### config.mk
export PLATFORM = sky130hd
export DESIGN_NAME = srt_timing
export DESIGN_NICKNAME = d
export VERILOG_FILES = /design/src/pkg/srt_pkg.sv /design/src/hdl/srt_decade.sv /design/src/hdl/srt_timing.sv
export SDC_FILE = /design/constraint.sdc
export NUM_CORES = 1
export LEC_CHECK = 0
export ABC_AREA = 1
export BUFFER_PORTS_ARGS = -buffer_cell sky130_fd_sc_hd__clkbuf_2
export CAP_MARGIN = 5
export CELL_PAD_IN_SITES_DETAIL_PLACEMENT = 1
export CELL_PAD_IN_SITES_GLOBAL_PLACEMENT = 2
export CORE_MARGIN = 1
export CORE_UTILIZATION = 25
export CTS_BUF_LIST = sky130_fd_sc_hd__clkbuf_2
export DETAILED_ROUTE_END_ITERATION = 6
export PLACE_DENSITY_LB_ADDON = 0.1
export SLEW_MARGIN = 20
export SYNTH_ARGS = -nofsm -noshare
export SYNTH_HDL_FRONTEND = slang
export SYNTH_SLANG_ARGS = --single-unit
### constraint.sdc
create_clock -name clk -period 3.15 [get_ports clk]
set_input_delay 0.63 -clock clk [delete_from_list [all_inputs] [get_ports clk]]
set_output_delay 0.63 -clock clk [all_outputs]
set_load 0.01 [all_outputs]
### src/pkg/srt_pkg.sv
// Constants, carriers and helpers for the sample-rate timing and record count block
package srt_pkg;

    // -----------------------------------------------------------------
    // Clock rates
    // -----------------------------------------------------------------
    localparam int          CLK_MHZ       = 125;
    localparam int          MASTER_MHZ    = 50;
    localparam logic [7:0]  ACC_STEP      = 8'(MASTER_MHZ);
    localparam logic [7:0]  ACC_WRAP      = 8'(CLK_MHZ);
    localparam logic [2:0]  DIV5_LAST     = 3'h4;
    localparam logic [2:0]  DIV5_HIGH     = 3'h2;

    // -----------------------------------------------------------------
    // Decade counters
    // -----------------------------------------------------------------
    localparam logic [3:0]  DEC_FULL      = 4'h9;
    localparam logic [3:0]  DEC_ZERO      = 4'h0;
    localparam int          CHAIN_STAGES  = 4;
    localparam int          RATE_HI_BIT   = 7;
    localparam int          RATE_LO_BIT   = 6;
    localparam int          PRE_AC_BIT    = 0;
    localparam int          PRE_D_BIT     = 1;
    localparam int          CHAIN_LSB_BIT = 2;
    localparam logic [1:0]  SEL_25M       = 2'h0;
    localparam logic [1:0]  SEL_10M       = 2'h1;
    localparam logic [1:0]  SEL_5M        = 2'h2;
    localparam logic [1:0]  SEL_CHAIN     = 2'h3;
    localparam logic [3:0]  DIV10_PRESET  = 4'h3;
    localparam logic [3:0]  DIV10_LAST    = 4'hC;
    localparam int          DIV10_MSB     = 3;

    // -----------------------------------------------------------------
    // Record counter
    // -----------------------------------------------------------------
    localparam logic [7:0]  LOW_FULL      = 8'hFF;
    localparam logic [11:0] PRESET_POST   = 12'h040;
    localparam logic [11:0] PRESET_PRE    = 12'h1C0;
    localparam int          DONE_BIT      = 9;

    // -----------------------------------------------------------------
    // Register map (byte addresses) and field positions
    // -----------------------------------------------------------------
    localparam logic [3:0]  REG_RATE      = 4'h0;
    localparam logic [3:0]  REG_MODE      = 4'h4;
    localparam logic [3:0]  REG_STATUS    = 4'h8;
    localparam logic [7:0]  RATE_RESET    = 8'h00;
    localparam int          ST_DONE_BIT   = 0;
    localparam int          ST_STOP_BIT   = 1;
    localparam int          ST_COUNT_LSB  = 8;

    // Mode register layout, bit 3 downward
    typedef struct packed {
        logic chain_service_jumper;
        logic pretrigger;
        logic envelope_select;
        logic short_period_select;
    } srt_mode_t;
    localparam srt_mode_t   MODE_RESET    = '0;

    // Outputs toward converter, memory and interval meter
    typedef struct packed {
        logic convert;
        logic store;
        logic meter_clock;
    } srt_strobes_t;

    // One decade step, shared by the prescaler and the chain decades
    function automatic logic [3:0] srt_next_decade(input logic [3:0] q);
        srt_next_decade = (q == DEC_FULL) ? DEC_ZERO : 4'(q + 4'h1);
    endfunction : srt_next_decade

endpackage : srt_pkg

### src/hdl/srt_decade.sv
// Synchronous presettable decade counter with enable and carry
`timescale 1ns/100ps
module srt_decade
(
    input  wire logic       clk,
    input  wire logic       reset_n,
    input  wire logic       enable,
    input  wire logic       load,
    input  wire logic [3:0] preset,
    output logic      [3:0] count,
    output logic            carry
);
    import srt_pkg::*;

    // Carry only while enabled, so a stalled stage never ripples on
    assign carry = enable && (count == DEC_FULL);

    // Load wins over counting; reset to full count so the first chain load
    // follows the first prescaler carry instead of a 10,000-step wrap
    always_ff @(posedge clk or negedge reset_n)
    begin
        if (!reset_n)
            count <= DEC_FULL;
        else if (load)
            count <= preset;
        else if (enable)
            count <= srt_next_decade(count);
    end

endmodule : srt_decade

### src/hdl/srt_timing.sv
// Sample-rate divide chain, strobe generator and record counter
`timescale 1ns/100ps
module srt_timing
(
    input  wire logic                  clk,
    input  wire logic                  reset_n,
    input  wire logic [3:0]            address,
    input  wire logic                  read,
    input  wire logic                  write,
    input  wire logic [31:0]           writedata,
    output logic      [31:0]           readdata,
    output logic                       waitrequest,
    input  wire logic                  acquisition_active,
    input  wire logic                  triggered,
    output srt_pkg::srt_strobes_t      strobes,
    output logic                       done
);
    import srt_pkg::*;

    // -----------------------------------------------------------------
    // Register bus
    // -----------------------------------------------------------------
    logic        ack;
    logic [7:0]  sample_rate_setting;
    srt_mode_t   mode;
    logic [11:0] record_count;
    logic        stop;
    wire         bus_take          = (read || write) && ack;
    wire         rate_write_strobe = write && ack && (address == REG_RATE);
    wire         mode_write        = write && ack && (address == REG_MODE);
    wire [31:0]  status_word       = {12'h000, record_count, 6'h00, stop, done};
    wire [31:0]  read_mux          = (address == REG_RATE)   ? {24'h0, sample_rate_setting} :
                                     (address == REG_MODE)   ? {28'h0, mode} :
                                     (address == REG_STATUS) ? status_word : 32'h0;

    // One wait cycle per access; the answer lands on the second edge
    assign waitrequest = (read || write) && !ack;

    always_ff @(posedge clk or negedge reset_n)
    begin
        if (!reset_n)
            ack <= 1'b0;
        else
            ack <= (read || write) && !ack;
    end

    // Readable settings held until the next write strobe
    always_ff @(posedge clk or negedge reset_n)
    begin
        if (!reset_n)
        begin
            sample_rate_setting <= RATE_RESET;
            mode                <= MODE_RESET;
        end
        else
        begin
            if (rate_write_strobe)
                sample_rate_setting <= writedata[7:0];
            if (mode_write)
                mode <= srt_mode_t'(writedata[3:0]);
        end
    end

    // Read data loaded in the wait cycle so it stands at the accepting edge
    always_ff @(posedge clk or negedge reset_n)
    begin
        if (!reset_n)
            readdata <= 32'h0;
        else if (read && !ack)
            readdata <= read_mux;
    end

    // -----------------------------------------------------------------
    // Master clock enables
    // -----------------------------------------------------------------
    // A phase accumulator makes a 50 MHz tick out of clk; the tick jitters by
    // one clk period, traded for keeping a single clock domain.
    logic [7:0] phase_acc;
    logic [2:0] div5;
    logic       c25;
    logic       c5;
    wire [7:0]  acc_sum        = 8'(phase_acc + ACC_STEP);
    wire        master_tick    = (acc_sum >= ACC_WRAP);
    wire        clk_25m_enable = master_tick && !c25;
    wire        clk_10m_enable = master_tick && (div5 == DIV5_LAST);
    wire        clk_5m_enable  = clk_10m_enable && !c5;
    wire        c10            = (div5 < DIV5_HIGH);

    always_ff @(posedge clk or negedge reset_n)
    begin
        if (!reset_n)
        begin
            phase_acc <= 8'h00;
            div5      <= 3'h0;
            c25       <= 1'b0;
            c5        <= 1'b0;
        end
        else
        begin
            phase_acc <= master_tick ? 8'(acc_sum - ACC_WRAP) : acc_sum;
            if (master_tick)
            begin
                c25  <= !c25;
                div5 <= (div5 == DIV5_LAST) ? 3'h0 : 3'(div5 + 3'h1);
            end
            if (clk_10m_enable)
                c5 <= !c5;
        end
    end

    // -----------------------------------------------------------------
    // Sample rate divide chain
    // -----------------------------------------------------------------
    wire        rate_select_hi = sample_rate_setting[RATE_HI_BIT];
    wire        rate_select_lo = sample_rate_setting[RATE_LO_BIT];
    wire        chain_run      = rate_select_hi && rate_select_lo;
    // Preset digit is D C B A with A and C tied and B held low
    wire [3:0]  pre_preset     = {sample_rate_setting[PRE_D_BIT],
                                  sample_rate_setting[PRE_AC_BIT], 1'b0,
                                  sample_rate_setting[PRE_AC_BIT]};
    logic [3:0] prescaler_counter;
    logic       pre_carry;
    logic [CHAIN_STAGES:0] stage_carry;
    logic       chain_sync_ff;

    // Prescaler reloads itself on its own carry, jumper or not
    srt_decade u_prescaler
    (
        .clk     (clk),
        .reset_n (reset_n),
        .enable  (clk_5m_enable && chain_run),
        .load    (clk_5m_enable && pre_carry),
        .preset  (pre_preset),
        .count   (prescaler_counter),
        .carry   (pre_carry)
    );

    // Carry seen by the decades only on a 5 MHz step
    assign stage_carry[0] = pre_carry && clk_5m_enable;

    wire chain_load_gate = stage_carry[CHAIN_STAGES] && stage_carry[0];
    wire chain_load      = chain_load_gate && !mode.chain_service_jumper;

    genvar gi;
    generate
        for (gi = 0; gi < CHAIN_STAGES; gi++)
        begin : g_chain
            // Digit is 9 (pass carry) or 0 (divide by ten)
            wire [3:0] digit = sample_rate_setting[CHAIN_LSB_BIT + gi] ? DEC_FULL : DEC_ZERO;
            srt_decade u_stage
            (
                .clk     (clk),
                .reset_n (reset_n),
                .enable  (stage_carry[gi]),
                .load    (chain_load),
                .preset  (digit),
                .count   (),
                .carry   (stage_carry[gi + 1])
            );
        end
    endgenerate

    // High for one 5 MHz period after each load event
    always_ff @(posedge clk or negedge reset_n)
    begin
        if (!reset_n)
            chain_sync_ff <= 1'b0;
        else if (clk_5m_enable)
            chain_sync_ff <= chain_load_gate;
    end

    // -----------------------------------------------------------------
    // Timing signal selection
    // -----------------------------------------------------------------
    wire [1:0] rate_sel   = {rate_select_hi, rate_select_lo};
    wire       chain_rise = clk_5m_enable && chain_load_gate;
    wire       timing_signal = (rate_sel == SEL_25M) ? c25 :
                               (rate_sel == SEL_10M) ? c10 :
                               (rate_sel == SEL_5M)  ? c5  : chain_sync_ff;
    wire       ts_rise       = (rate_sel == SEL_25M) ? clk_25m_enable :
                               (rate_sel == SEL_10M) ? clk_10m_enable :
                               (rate_sel == SEL_5M)  ? clk_5m_enable  : chain_rise;

    // -----------------------------------------------------------------
    // Divide-by-ten stage
    // -----------------------------------------------------------------
    logic [3:0] div10_counter;
    logic       div10_sync_ff;
    wire        div10_at_last = (div10_counter == DIV10_LAST);
    wire        div10_rise    = clk_5m_enable && div10_counter[DIV10_MSB] && !div10_sync_ff;

    // Counts 3..12 on timing signal steps; ten states, MSB high for five
    always_ff @(posedge clk or negedge reset_n)
    begin
        if (!reset_n)
            div10_counter <= DIV10_PRESET;
        else if (ts_rise)
            div10_counter <= div10_at_last ? DIV10_PRESET : 4'(div10_counter + 4'h1);
    end

    always_ff @(posedge clk or negedge reset_n)
    begin
        if (!reset_n)
            div10_sync_ff <= 1'b0;
        else if (clk_5m_enable)
            div10_sync_ff <= div10_counter[DIV10_MSB];
    end

    // -----------------------------------------------------------------
    // Strobe selection and gating
    // -----------------------------------------------------------------
    wire          slow    = mode.short_period_select;
    srt_strobes_t next_strobes;
    assign next_strobes.store   = acquisition_active &&
                                  (slow ? div10_sync_ff : timing_signal);
    assign next_strobes.convert = acquisition_active &&
                                  (!slow ? !timing_signal :
                                   mode.envelope_select ? c5 :
                                   !div10_sync_ff);
    assign next_strobes.meter_clock = slow && timing_signal;

    // Registered so the pins never glitch between selections
    always_ff @(posedge clk or negedge reset_n)
    begin
        if (!reset_n)
            strobes <= '0;
        else
            strobes <= next_strobes;
    end

    // Rising edge of the store strobe, from the enables that make it
    wire store_rise = acquisition_active && (slow ? div10_rise : ts_rise);

    // -----------------------------------------------------------------
    // Record counter
    // -----------------------------------------------------------------
    wire [11:0] record_preset = mode.pretrigger ? PRESET_PRE : PRESET_POST;
    wire        count_step    = stop && !done && store_rise;
    wire        low_full      = (record_count[7:0] == LOW_FULL);
    wire [11:0] stepped       = {low_full ? 4'(record_count[11:8] + 4'h1)
                                          : record_count[11:8],
                                 8'(record_count[7:0] + 8'h01)};
    wire        reaching_done = count_step && stepped[DONE_BIT];

    // Stop rises on the first store edge after trigger, falls with it
    always_ff @(posedge clk or negedge reset_n)
    begin
        if (!reset_n)
            stop <= 1'b0;
        else if (!triggered)
            stop <= 1'b0;
        else if (store_rise)
            stop <= 1'b1;
    end

    // Preset held while stop is low and reloaded the moment the record ends
    always_ff @(posedge clk or negedge reset_n)
    begin
        if (!reset_n)
            record_count <= PRESET_POST;
        else if (!stop || reaching_done)
            record_count <= record_preset;
        else if (count_step)
            record_count <= stepped;
    end

    // Done holds for the memory until stop drops for the next record
    always_ff @(posedge clk or negedge reset_n)
    begin
        if (!reset_n)
            done <= 1'b0;
        else if (!stop)
            done <= 1'b0;
        else if (reaching_done)
            done <= 1'b1;
    end

endmodule : srt_timing

* Word-level counts from Yosys, hierarchy flattened
Cells that the tools add are included.
Widths: inputs -> output; s select.
** Cells by class
- Add/subtract/negate cells :: 11
- Equality and inequality tests :: 14
- Multiplexer cells :: 43
- Reduce and logical (&&, ||, !) cells :: 48
- $lt $le $gt $ge :: 2
** Operators with widths (number)
- $mux 4 :: 21
- $mux 20 :: 3
- $add 4x1->4 const B :: 7
- $eq 4x4->1 const B :: 7
- $logic_and 1x1->1 :: 28
- $mux 12 :: 2
- $mux 1 :: 14
- $reduce_bool 2->1 :: 7
- $mux 9 :: 1
- $add 8x1->8 const B :: 1
- $add 8x6->8 const B :: 1
- $eq 8x8->1 const B :: 1
- $ge 8x7->1 const B :: 1
- $logic_not 1->1 :: 8
- $mux 8 :: 1
- $sub 8x7->8 const B :: 1
- $eq 4x3->1 const B :: 1
- $logic_not 4->1 :: 1
- $ne 2x1->1 const B :: 2
- $add 3x1->3 const B :: 1
- $eq 3x3->1 const B :: 1
- $lt 3x2->1 const B :: 1
- $mux 3 :: 1
- $eq 2x1->1 const B :: 1
- 4 further kinds :: 5
** Word-level totals
- Bits in registers :: 101
- Input bits :: 42
- Word-level logic and storage cells :: 144
- Output and inout port bits :: 37

* Depth between registers and ports, before layout
- Depth in word-level cells :: 23
- Depth in mapped cells :: 20
- Mapped depth without buffers :: 20

* Cells and area by module
From an unflattened synthesis, not the netlist that was laid out.
** Second synthesis, totals
- Cells, all modules :: 597
- Area, all modules :: 4875.9 um^2
** By module, submodules not included
- srt_timing :: sequential area each 1730.4 um^2, area each 3580.9 um^2, instances 1, cells each 412
- srt_decade :: sequential area each 102.6 um^2, area each 259.0 um^2, instances 5, cells each 37

* Worst setup path before layout
No wires, ideal clock.
- Kind :: register -> register
- Start point :: reg phase_acc[1]
- End point :: reg record_count[2]
- Library setup time :: 0.118 ns
- Data required time :: 3.032 ns
- Cell stages (with the launch flop) :: 17
- Buffers on the path :: 1
- Period minus slack after synthesis :: 2.577 ns
- Setup slack :: 0.573 ns
- Data arrival time :: 2.460 ns
- Cells stage by stage :: dfrtp_1 -> inv_1 -> ha_1 -> nand3b_1 -> nor2_1 -> nand3_2 -> nand2_4 -> buf_6 -> nand2_1 -> a221oi_2 -> nand2_4 -> nand2_4 -> nand4_2 -> nand2_2 -> inv_2 -> o21ai_1 -> nor2_2
** On the way
- Longest elaborated chain between the ends :: 22
- Elaborated cells between the ends (all ways) :: 26
- Those cells by class :: add/sub (1); order compare (1); mux (5); reduce/logical (19)
** RTL lines
- from (decl) :: RTL line srt_timing.sv:78 : logic [7:0] phase_acc;
- from (signal assigned) :: RTL line srt_timing.sv:100 : phase_acc <= master_tick ? 8'(acc_sum - ACC_WRAP) : acc_sum;
- $add 8x6->8 (*) :: RTL line srt_timing.sv:82 : wire [7:0] acc_sum = 8'(phase_acc + ACC_STEP);
- $ge 8x7->1 (*) :: RTL line srt_timing.sv:83 : wire master_tick = (acc_sum >= ACC_WRAP);
- $logic_and 1x1->1 :: RTL line srt_timing.sv:85 : wire clk_10m_enable = master_tick && (div5 == DIV5_LAST);
- $logic_and 1x1->1 :: RTL line srt_timing.sv:86 : wire clk_5m_enable = clk_10m_enable && !c5;
- $logic_and 1x1->1 :: RTL line srt_timing.sv:131 : .enable (clk_5m_enable && chain_run),
- $logic_and 1x1->1 :: RTL line srt_decade.sv:16 : assign carry = enable && (count == DEC_FULL);
- $logic_and 1x1->1 :: RTL line srt_timing.sv:139 : assign stage_carry[0] = pre_carry && clk_5m_enable;
- $logic_and 1x1->1 (4 in series) :: RTL line srt_decade.sv:16
- [3 not listed]
- $mux 1 :: RTL line srt_timing.sv:181 : (rate_sel == SEL_10M) ? clk_10m_enable :
- $mux 1 :: RTL line srt_timing.sv:180 : wire ts_rise = (rate_sel == SEL_25M) ? clk_25m_enable :
- $mux 1 (*) :: RTL line srt_timing.sv:232 : wire store_rise = acquisition_active && (slow ? div10_rise : ts_rise);
- $logic_and 1x1->1 (*) :: RTL line srt_timing.sv:232
- $logic_and 1x1->1 (*) :: RTL line srt_timing.sv:238 : wire count_step = stop && !done && store_rise;
- $logic_and 1x1->1 :: RTL line srt_timing.sv:243 : wire reaching_done = count_step && stepped[DONE_BIT];
- $logic_or 1x1->1 :: RTL line srt_timing.sv:261 : else if (!stop || reaching_done)
- $mux 12 / $reduce_bool 2->1 (equally long branches)
- to (signal assigned) :: RTL line srt_timing.sv:262 : record_count <= record_preset;
- to (signal assigned) :: RTL line srt_timing.sv:264 : record_count <= stepped;
- to (decl) :: RTL line srt_timing.sv:26 : logic [11:0] record_count;
Mark *: on every way between the ends. The rest lies on a longest branch, timed or not.
A chain may end at the register's enable or synchronous reset.

* Final worst setup path
- Start point :: reg phase_acc[1]
- End point :: reg record_count[5]
The elaborated chain is that of the path after synthesis.

==> results.cfg <==
[power_and_ir_drop]
p_total_mw = 2.422
power.share.sequential_pct = 55.2
clkPwrFrac_pct = 28.8
peakVddDrop_v = 0.0002930
leakage_nw = 2.792
intPower_mw = 1.667
p_switching_mw = 0.7550
power_density_nw_per_um2 = 441.2
share_comb_of_total_power_pct = 16.0
switching_share_pct = 31.18

[drt]
wl_per_cell_um = 14.22
drt_first_pass_iters = 5
via_per_inst = 4.420
vias = 3761
drc = 0
drt_iter0_markers = 102
ant_nets = 0
finalWirelength_um = 12100

[sta]
post-route-period-util_pct = 91.03
setup_viol = 0
finalMaxSlewViolations = 0
finalHoldViolations = 0
rsz0062_at_grt = false
fmax_ghz = 0.3487
min_period_ns = 2.867
whs_ns = 0.2351
finalClockSkew_ns = 0.03251
relSlewSlack_pct = 58.31
tightest_slew_ns = 0.6254
setup-tns-final_ns = 0

[setup_path]
arrival_ns = 3.36
crit_fanout = 9
start_kind = flip-flop
crit_type = reg2reg
crit_required_ns = 3.64
crit_path_end_kind = flip-flop

[floorplanning]
dieArea_um2 = 19530
rows = 50
ioPinCount = 79
die_w_um = 139.8
die_h_um = 139.8
core_area_um2 = 18640
start_util_pct = 25.45

[logic_synthesis]
synth_common_cells = nand2_1 (124), dfrtp_1 (76), inv_1 (67)
netlist_instances = 543
synth_top_family_by_area = simple AND/OR/NAND/NOR gates
synth.area.mux_share_pct = 1.187
yosys_warnings = 0
synth_edf_count = 0
yosysSeqAreaShare_pct = 47.28
synthAdderAreaFrac_pct = 5.538
synth_flop_cell = dfrtp_1
avgSynthCellArea_um2 = 8.738
synth_top_area_share_pct = 40.08
synth_top_area_cell = dfrtp_1
synth_area_um2 = 4745
synthArstFlopShare_pct = 100.0
synth_area_leaders = dfrtp_1 (40%), nand2_1 (9.8%), dfstp_2 (7.2%)
synth-compound-area-share_pct = 10.39
yosysMostFrequentCell = nand2_1
synthDistinctLibCells = 43
synth_xor_area_share_pct = 3.692
synthSimpleGateAreaFrac_pct = 23.36
synth_seq_cells = 89

[clock_network]
root_buffer = clkbuf_2
cts_sinks = 89
cts_tree = yes
numCtsBuffers = 9
clockBufferDepth = 2
cts_setup_buffers = 0
cts_hold_buf = 1
cts_resized = 0
clkLatencyLatePin_ns = 0.59
clk_pin_slew_ns = 0.26
htreeDepth = 3

[global_routing]
grt_pass1_wl_um = 20780
grt_pass1_vias = 4054
antenna_found_initial = 1
grt_max_degree = 48
grt.overflow.total = 0
grt.total_usage_pct = 13.61

[place]
portBuffers = 42
gp_congestion = 0.7258
place_hpwl_um = 9039
post_dp_cell_area_um2 = 5341

[layout]
nets = 674
finalInstanceArea_um2 = 5489
area_delta_synth_final_pct = 15.69
drive_gt1_share_pct = 20.62

[run]
max_cap_violations = 0

[run_status]
status = completed

[worst_hold_path]
hold_path_class = in2reg
==> through the flow <==
stage               utilization [%]  worst slack [ns]  std cells
global route                  29.44           0.02106        851
finish                        29.44            0.2825        851
floorplan                         -            0.5726        554
global placement              28.65            0.2912        833
detailed placement            28.65            0.2522        833
CTS                           29.43            0.2053        850
==> metal layers <==
layer	routed length, um	track usage (%)	vias to the layer above
li1	-	-	1871
met1	5518	16.67	1846
met2	6135	23.87	35
met3	316	2.787	9
met4	132	4.164	0
met5	0	0	-
==> power groups by stage <==
stage	sequential [mW]	clock (mW)	combinational, mW
finish	1.34	0.698	0.388
CTS	1.34	0.746	0.401
detailed placement	1.36	0	0.396
global route	1.35	0.790	0.453
global placement	1.36	0	0.387
floorplan	1.34	0	0.252
==> layout make-up <==
class                   count  area [um^2]
multi-input cells         374         2141
clock buffers              11        55.05
fillers                  2250        13150
clock inverters             5        80.08
well taps                 234        292.8
inverters                  71        266.5
flip-flops and latches     89         2243
repair buffers             66        407.9
diodes                      1        2.502
==> cells by family after synthesis <==
logic type,Yosys count
adders and majority gates,21
other,1
muxes,5
and+or+nand+nor,236
DFF,89
buffers and inverters,91
AOI/OAI and AO/OA,80
xor gates and xnor gates,20
==> state kept, by name (all words and copies together), names as in the netlist <==
| name | flops |
|---|---|
| readdata | 20 |
| g_chain.u_stage.count | 16 |
| record_count | 12 |
| phase_acc | 8 |
| sample_rate_setting | 8 |
| div10_counter | 4 |
| u_prescaler.count | 4 |
| div5 | 3 |
| mode | 3 |
| strobes | 3 |
| ack | 1 |
| c25 | 1 |
| c5 | 1 |
| chain_sync_ff | 1 |
| div10_sync_ff | 1 |
| done | 1 |
| slow | 1 |
| stop | 1 |
==> final timing paths <==
kind	from	end	slack, ns	cells after the start
worst max-delay path	phase_acc[1]$_DFF_PN0_	record_count[5]$_DFFE_PN0P_	0.28	17
worst min-delay path	triggered	stop$_DFFE_PN0P_	0.24	2
worst max register to register	phase_acc[1]$_DFF_PN0_	record_count[5]$_DFFE_PN0P_	0.28	17
worst min register to register	ack$_DFF_PN0_	ack$_DFF_PN0_	0.50	1
max in group asynchronous	reset_n	record_count[6]$_DFFE_PN1P_	1.87	3
min in group asynchronous	reset_n	chain_sync_ff$_DFFE_PN0N_	0.57	2
==> critical path, stage by stage (launching register included) <==
cell      delay (ns)
dfrtp_1         0.47
inv_1           0.09
ha_1            0.33
nand3b_1        0.19
nor2_1          0.14
nand3_2         0.11
nand2_4         0.13
inv_1           0.12
nor2_1          0.12
nor2_1          0.06
a221oi_2        0.34
nand2_4         0.10
nand2_4         0.09
nand4_2         0.09
nand2_2         0.16
inv_2           0.11
nand3_1         0.09
o21ai_1         0.06
==> placed cells by master, fill, tap and decap left out, types with 13 or more instances in the layout <==
cell type,count
dfstp_2,13
inv_1,67
dfrtp_1,76
xor2_1,16
ha_1,21
o21ai_0,31
nand2_1,124
nor2_1,39
nand3_1,37
buf_4,23
clkbuf_2,52
a21oi_1,14
Note: power is estimated with default switching activity, not from simulation.
